===== src/rtl/tcg_pkg.sv =====
// Package for the timer clock-output generator: widths, reset values, prescale.
// Assumes a single oscillator clock domain.
`default_nettype none
package tcg_pkg;
	localparam int          TCG_CNT_W       = 16;
	localparam logic [15:0] TCG_CNT_RST     = 16'h0000;
	localparam logic [15:0] TCG_RELOAD_RST  = 16'h0000;
	localparam logic [15:0] TCG_CNT_MAX     = 16'hFFFF;
	localparam int          TCG_PRESCALE    = 2;
	localparam logic        TCG_PIN_RST     = 1'b1;
endpackage : tcg_pkg
`default_nettype wire


===== src/rtl/tcg_clock_out.sv =====
// Functional notes
// - Counter advances at half oscillator rate
// - Overflow reloads counter from reload pair
// - Output 50 percent duty, fosc/(4*(65536-reload))
// - No interrupt on overflow in clock-out mode
// - Square wave driven on clock output pin
// - Counting starts only when run set
// - Baud and clock-out share reload pair
//
// Third timer in clock-output mode with plain configuration ports.
// Assumes count writes come from a CPU in the ref_clk domain, one per cycle.
`timescale 1ns/1ps
`default_nettype none
module tcg_clock_out #(
	parameter int CNT_W = tcg_pkg::TCG_CNT_W
) (
	input  wire logic             ref_clk,
	input  wire logic             nrst,
	input  wire logic             clock_out_enable,
	input  wire logic             counter_timer_select,
	input  wire logic             run_control,
	input  wire logic             baud_enable,
	input  wire logic             ext_event,
	input  wire logic [7:0]       wr_data,
	input  wire logic             wr_count_low_byte,
	input  wire logic             wr_count_high_byte,
	input  wire logic             wr_reload_low_byte,
	input  wire logic             wr_reload_high_byte,
	output logic                  clock_out_pin_o,
	output logic                  clock_out_pin_oe,
	output logic                  overflow_irq,
	output logic                  baud_tick,
	output logic [CNT_W-1:0]      count_q,
	output logic [CNT_W-1:0]      reload_q
);
	logic tick;
	logic adv;
	logic ovf;
	logic clk_mode;

	// Byte-lane merge shared by the counter and the reload pair, so both follow one write rule
	function automatic logic [CNT_W-1:0] byte_merge(
		input logic [CNT_W-1:0] old_val,
		input logic [7:0]       data,
		input logic             wr_low,
		input logic             wr_high
	);
		logic [CNT_W-1:0] merged;
		merged = old_val;
		if (wr_low) begin
			merged[7:0] = data;
		end
		if (wr_high) begin
			merged[15:8] = data;
		end
		return merged;
	endfunction : byte_merge

	// Clock-out needs the internal timebase; external counting keeps the pin as input
	assign clk_mode = clock_out_enable & ~counter_timer_select;

	tcg_prescaler u_pre (
		.ref_clk (ref_clk),
		.nrst    (nrst),
		.run     (run_control),
		.tick    (tick)
	);

	assign adv = counter_timer_select ? (run_control & ext_event) : tick;
	assign ovf = adv & (count_q == tcg_pkg::TCG_CNT_MAX);

	// Byte writes win over counting in the same cycle, as a CPU would expect
	always_ff @(posedge ref_clk or negedge nrst) begin
		if (!nrst) begin
			count_q <= tcg_pkg::TCG_CNT_RST;
		end else if (wr_count_low_byte || wr_count_high_byte) begin
			count_q <= byte_merge(count_q, wr_data, wr_count_low_byte, wr_count_high_byte);
		end else if (ovf) begin
			count_q <= reload_q;
		end else if (adv) begin
			count_q <= count_q + 16'h0001;
		end
	end

	// One reload pair feeds both clock-out and baud generation
	always_ff @(posedge ref_clk or negedge nrst) begin
		if (!nrst) begin
			reload_q <= tcg_pkg::TCG_RELOAD_RST;
		end else begin
			reload_q <= byte_merge(reload_q, wr_data, wr_reload_low_byte, wr_reload_high_byte);
		end
	end

	always_ff @(posedge ref_clk or negedge nrst) begin
		if (!nrst) begin
			clock_out_pin_o  <= tcg_pkg::TCG_PIN_RST;
			clock_out_pin_oe <= 1'b0;
		end else begin
			clock_out_pin_oe <= clk_mode;
			if (!clk_mode) begin
				clock_out_pin_o <= tcg_pkg::TCG_PIN_RST;
			end else if (ovf) begin
				clock_out_pin_o <= ~clock_out_pin_o;
			end
		end
	end

	always_ff @(posedge ref_clk or negedge nrst) begin
		if (!nrst) begin
			overflow_irq <= 1'b0;
			baud_tick    <= 1'b0;
		end else begin
			overflow_irq <= ovf & ~clk_mode & ~baud_enable;
			baud_tick    <= ovf & baud_enable;
		end
	end
endmodule : tcg_clock_out
`default_nettype wire


===== src/rtl/tcg_prescaler.sv =====
// Divides the oscillator clock into a one-cycle tick every other edge.
// Assumes ref_clk is the oscillator and the tick is sampled on the same clock.
`timescale 1ns/1ps
`default_nettype none
module tcg_prescaler (
	input  wire logic ref_clk,
	input  wire logic nrst,
	input  wire logic run,
	output var  logic tick
);
	logic phase_q;

	// Phase restarts when stopped so the first tick is two edges after start
	always_ff @(posedge ref_clk or negedge nrst) begin
		if (!nrst) begin
			phase_q <= 1'b0;
		end else if (!run) begin
			phase_q <= 1'b0;
		end else begin
			phase_q <= ~phase_q;
		end
	end

	assign tick = run & phase_q;
endmodule : tcg_prescaler
`default_nettype wire


===== config.mk =====
export PLATFORM = sky130hd
export DESIGN_NAME = tcg_clock_out
export DESIGN_NICKNAME = d
export VERILOG_FILES = /design/src/rtl/tcg_pkg.sv /design/src/rtl/tcg_clock_out.sv /design/src/rtl/tcg_prescaler.sv
export SDC_FILE = /design/constraint.sdc
export NUM_CORES = 1
export LEC_CHECK = 0
export BUFFER_PORTS_ARGS = -buffer_cell sky130_fd_sc_hd__buf_4
export CAP_MARGIN = 40
export CORE_MARGIN = 2
export CORE_UTILIZATION = 54
export CTS_BUF_LIST = sky130_fd_sc_hd__clkbuf_8
export DETAILED_ROUTE_END_ITERATION = 10
export GPL_ROUTABILITY_DRIVEN = 0
export HOLD_SLACK_MARGIN = 0.1
export PLACE_DENSITY_LB_ADDON = 0.1
export SKIP_CTS_REPAIR_TIMING = 1
export SYNTH_ARGS = -nofsm -noshare
export SYNTH_HDL_FRONTEND = slang
export SYNTH_SLANG_ARGS = --single-unit

===== constraint.sdc =====
create_clock -name ref_clk -period 2.3 [get_ports ref_clk]
set_clock_uncertainty 0.05 [all_clocks]
set_input_delay 0.46 -clock ref_clk [delete_from_list [all_inputs] [get_ports ref_clk]]
set_output_delay 0.46 -clock ref_clk [all_outputs]
set_load 0.05 [all_outputs]

==> impl_metrics.tcl <==
set metrics [dict create \
    status "complete, no violations" \
    p_total_uw 1940 \
    grt_pass1_wl_um 8340 \
    finalHoldViolCount 0 \
    synth_edf_count 0 \
    cpPeakStageDelay_ns 0.45 \
    crit_path_max_fanout 7 \
    hp-class "in2async" \
    crit_path_start_kind "flip-flop" \
    synthFlopType "dfrtp_1" \
    numCtsBuffers 5 \
    avgViaCountPerCell 6.04 \
    yosysWarnings 0 \
    period_needed_ns 2.09 \
    synth.yosys.seq_area_share_pct 48.1 \
    worst_slew_margin_rel_pct 65.5 \
    synth_nets 196 \
    synth.avg_cell_area_sq_um 11.0 \
    grt_max_degree 38 \
    post-place-ws_ns 0.215 \
    fin_crit_sh_pct 91.0 \
    setup_violations 0 \
    clock.fmax_mhz 478 \
    hpwlAfterDp_um 3600 \
    synthMuxAreaShare_pct 13.0 \
    slowest_stage "dfrtp_1" \
    crit_type "reg2reg" \
    fp.dieW_um 63.8 \
    cp.required_ns 2.47 \
    drv_cap 0 \
    ant_nets 0 \
    wl_per_cell_um 17.7 \
    powerDensity_nw_per_um2 768 \
    vdd_drop_max_uv 528 \
    async_flop_share_pct 100 \
    cts_tree "yes" \
    synthCells 176 \
    synth_fa_ha_area_share_pct 0.649 \
    drtIter0Drc 94 \
    utilization_pct 74.4 \
    grt-ovfl-total 0 \
    rr_worst_depth 7 \
    p_leak_uw 0.00112 \
    drive_gt1_share_pct 39.5 \
    synth_compound_area_share_pct 16.9 \
    ys_ff_latch 37 \
    syn-cell-area_sq_um 1930 \
    grt.total_usage_pct 26.6 \
    portBuffers 54 \
    area_growth_syn_to_layout_pct 30.8 \
    synth_top_family_by_area "compound AO/OA/AOI/OAI gates" \
    antenna_cells 0 \
    synthSimpleGateAreaFrac_pct 14.3 \
    grt_pass1_vias 1684 \
    report.final.slew_viol_count 0 \
    dr.pass1.iters 4 \
    num_vias 1716 \
    crit_chain "ha_1 -> nand2_1 -> nor4_4 -> and2_2 -> buf_4 -> a211oi_1 -> o21ai_0" \
    clockBufferDepth 2 \
    fp-row-count 21 \
    antenna_found_initial 0 \
    clockRootBuffer "clkbuf_8" \
    critPathArrivalTime_ns 2.26 \
    cts_max_level 2 \
    cts.reportedPaths.clkPinSlew_ns 0.08 \
    io_pins 55 \
    totalWireLength_um 5020 \
    nets 257 \
    tightestPinTransition_ns 0.514 \
    clkSinkCount 37 \
    drc_errors 0 \
    ys_types 43 \
    core-area_sq_um 3390 \
    setup_tns_ns 0 \
    rsz0062_at_grt "false" \
    insertion_delay_ns 0.29 \
    start_util_pct 56.9 \
    die_h_um 63.8 \
    cp-end-kind "flip-flop" \
    setup_ws_ns 0.207 \
    synth-xor-area-share_pct 4.54 \
    die-area_sq_um 4060 \
]
critical path, delay by kind of cell, from the launching register on:
| family | cells | cell delay, ns |
|---|---|---|
| AO/OA/AOI/OAI | 2 | 0.21 |
| adder cells (fa/ha/maj) | 1 | 0.21 |
| buffers and inverters | 1 | 0.18 |
| flip-flops | 1 | 0.45 |
| AND/OR/NAND/NOR | 3 | 0.91 |
power by group:
group	switching (uW)	internal, uW
sequential	81.6	712
clock	235	352
combinational	365	191
total	682	1260
stage by stage:
stage	instance area, sq um	hold slack (ns)	instances
6_report	2520	0.0730	284
5_1_grt	2520	0.114	284
4_1_cts	2520	0.0862	284
3_5_place_dp	2400	0.390	276
3_3_place_gp	2400	0.385	276
2_1_floorplan	1930	0.114	176
synthesized netlist by cell type, types with 2 or more instances:
| master | n | area share, % |
|---|---|---|
| o21ai_1 | 2 | 0.52 |
| clkbuf_1 | 4 | 0.78 |
| mux2i_1 | 6 | 3.1 |
| o21ai_0 | 12 | 3.1 |
| nand2_1 | 10 | 1.9 |
| nor2b_1 | 3 | 0.97 |
| nand3b_1 | 2 | 0.78 |
| buf_6 | 2 | 1.2 |
| a41oi_1 | 2 | 0.91 |
| a21oi_1 | 5 | 1.3 |
| o22ai_1 | 2 | 0.65 |
| nor4_1 | 2 | 0.65 |
| a211oi_1 | 2 | 0.78 |
| xnor2_1 | 5 | 2.3 |
| nand3_1 | 8 | 2.1 |
| nor2_1 | 11 | 2.1 |
| a31oi_1 | 2 | 0.65 |
| dfrtp_1 | 36 | 47 |
| inv_1 | 3 | 0.58 |
| mux2_2 | 17 | 9.9 |
| nand4_2 | 2 | 1.3 |
| a22oi_1 | 8 | 3.1 |
| o211ai_1 | 2 | 0.78 |
| nor3_1 | 4 | 1.0 |
| nand4_1 | 2 | 0.65 |
| xor2_1 | 5 | 2.3 |
registers in the layout, indices dropped and copies added (netlist names):
register,flops
count_q,16
reload_q,16
baud_tick,1
clock_out_pin_o,1
clock_out_pin_oe,1
overflow_irq,1
u_pre.phase_q,1
final timing paths:
| kind | from | to | slack, ns |
|---|---|---|---|
| max in group asynchronous | nrst | clock_out_pin_o | 1.78 |
| min in group ref_clk | baud_enable | overflow_irq | 0.29 |
| worst max-delay path | count_q[1] | count_q[11] | 0.21 |
| worst min-delay path | nrst | reload_q[0] | 0.07 |
| worst min register to register | u_pre.phase_q | u_pre.phase_q | 0.40 |
| worst max register to register | count_q[1] | count_q[11] | 0.21 |
routing by layer:
metal | track usage, % | vias up | share of wire (%) | wire length [um]
li1 | - | 786 | - | -
met1 | 37.1 | 835 | 43 | 2170
met2 | 40.7 | 83 | 47 | 2330
met3 | 5.11 | 12 | 7.2 | 360
met4 | 11.1 | 0 | 3.0 | 148
met5 | 0 | - | 0 | 0
kinds of logic after synthesis:
group | count (synthesis)
buffers and inverters | 9
adder cells (fa/ha/maj) | 1
AO/OA/AOI/OAI | 47
AND/OR/NAND/NOR | 49
XOR/XNOR | 10
multiplexers | 23
flip-flops | 37
cells in the final DEF (no fill, tap or decap), types with 6 or more instances in the layout:
| cell type | synthesis | routed |
|---|---|---|
| buf_4 | 0 | 60 |
| a22oi_1 | 8 | 8 |
| nand3_1 | 8 | 8 |
| o21ai_0 | 12 | 12 |
| mux2i_1 | 6 | 6 |
| clkbuf_8 | 0 | 6 |
| nor2_1 | 11 | 11 |
| mux2_2 | 17 | 17 |
| nand2_1 | 10 | 9 |
| dfrtp_1 | 36 | 36 |
final cells by class:
cell class | count | area [sq um]
multi-input cells | 130 | 956
fillers | 263 | 867
inverters | 3 | 11.3
well taps | 46 | 57.6
clock buffers | 6 | 82.6
clock inverters | 2 | 37.5
repair buffers | 60 | 450
flip-flops and latches | 37 | 927
Power figures use the tool's default switching activity.
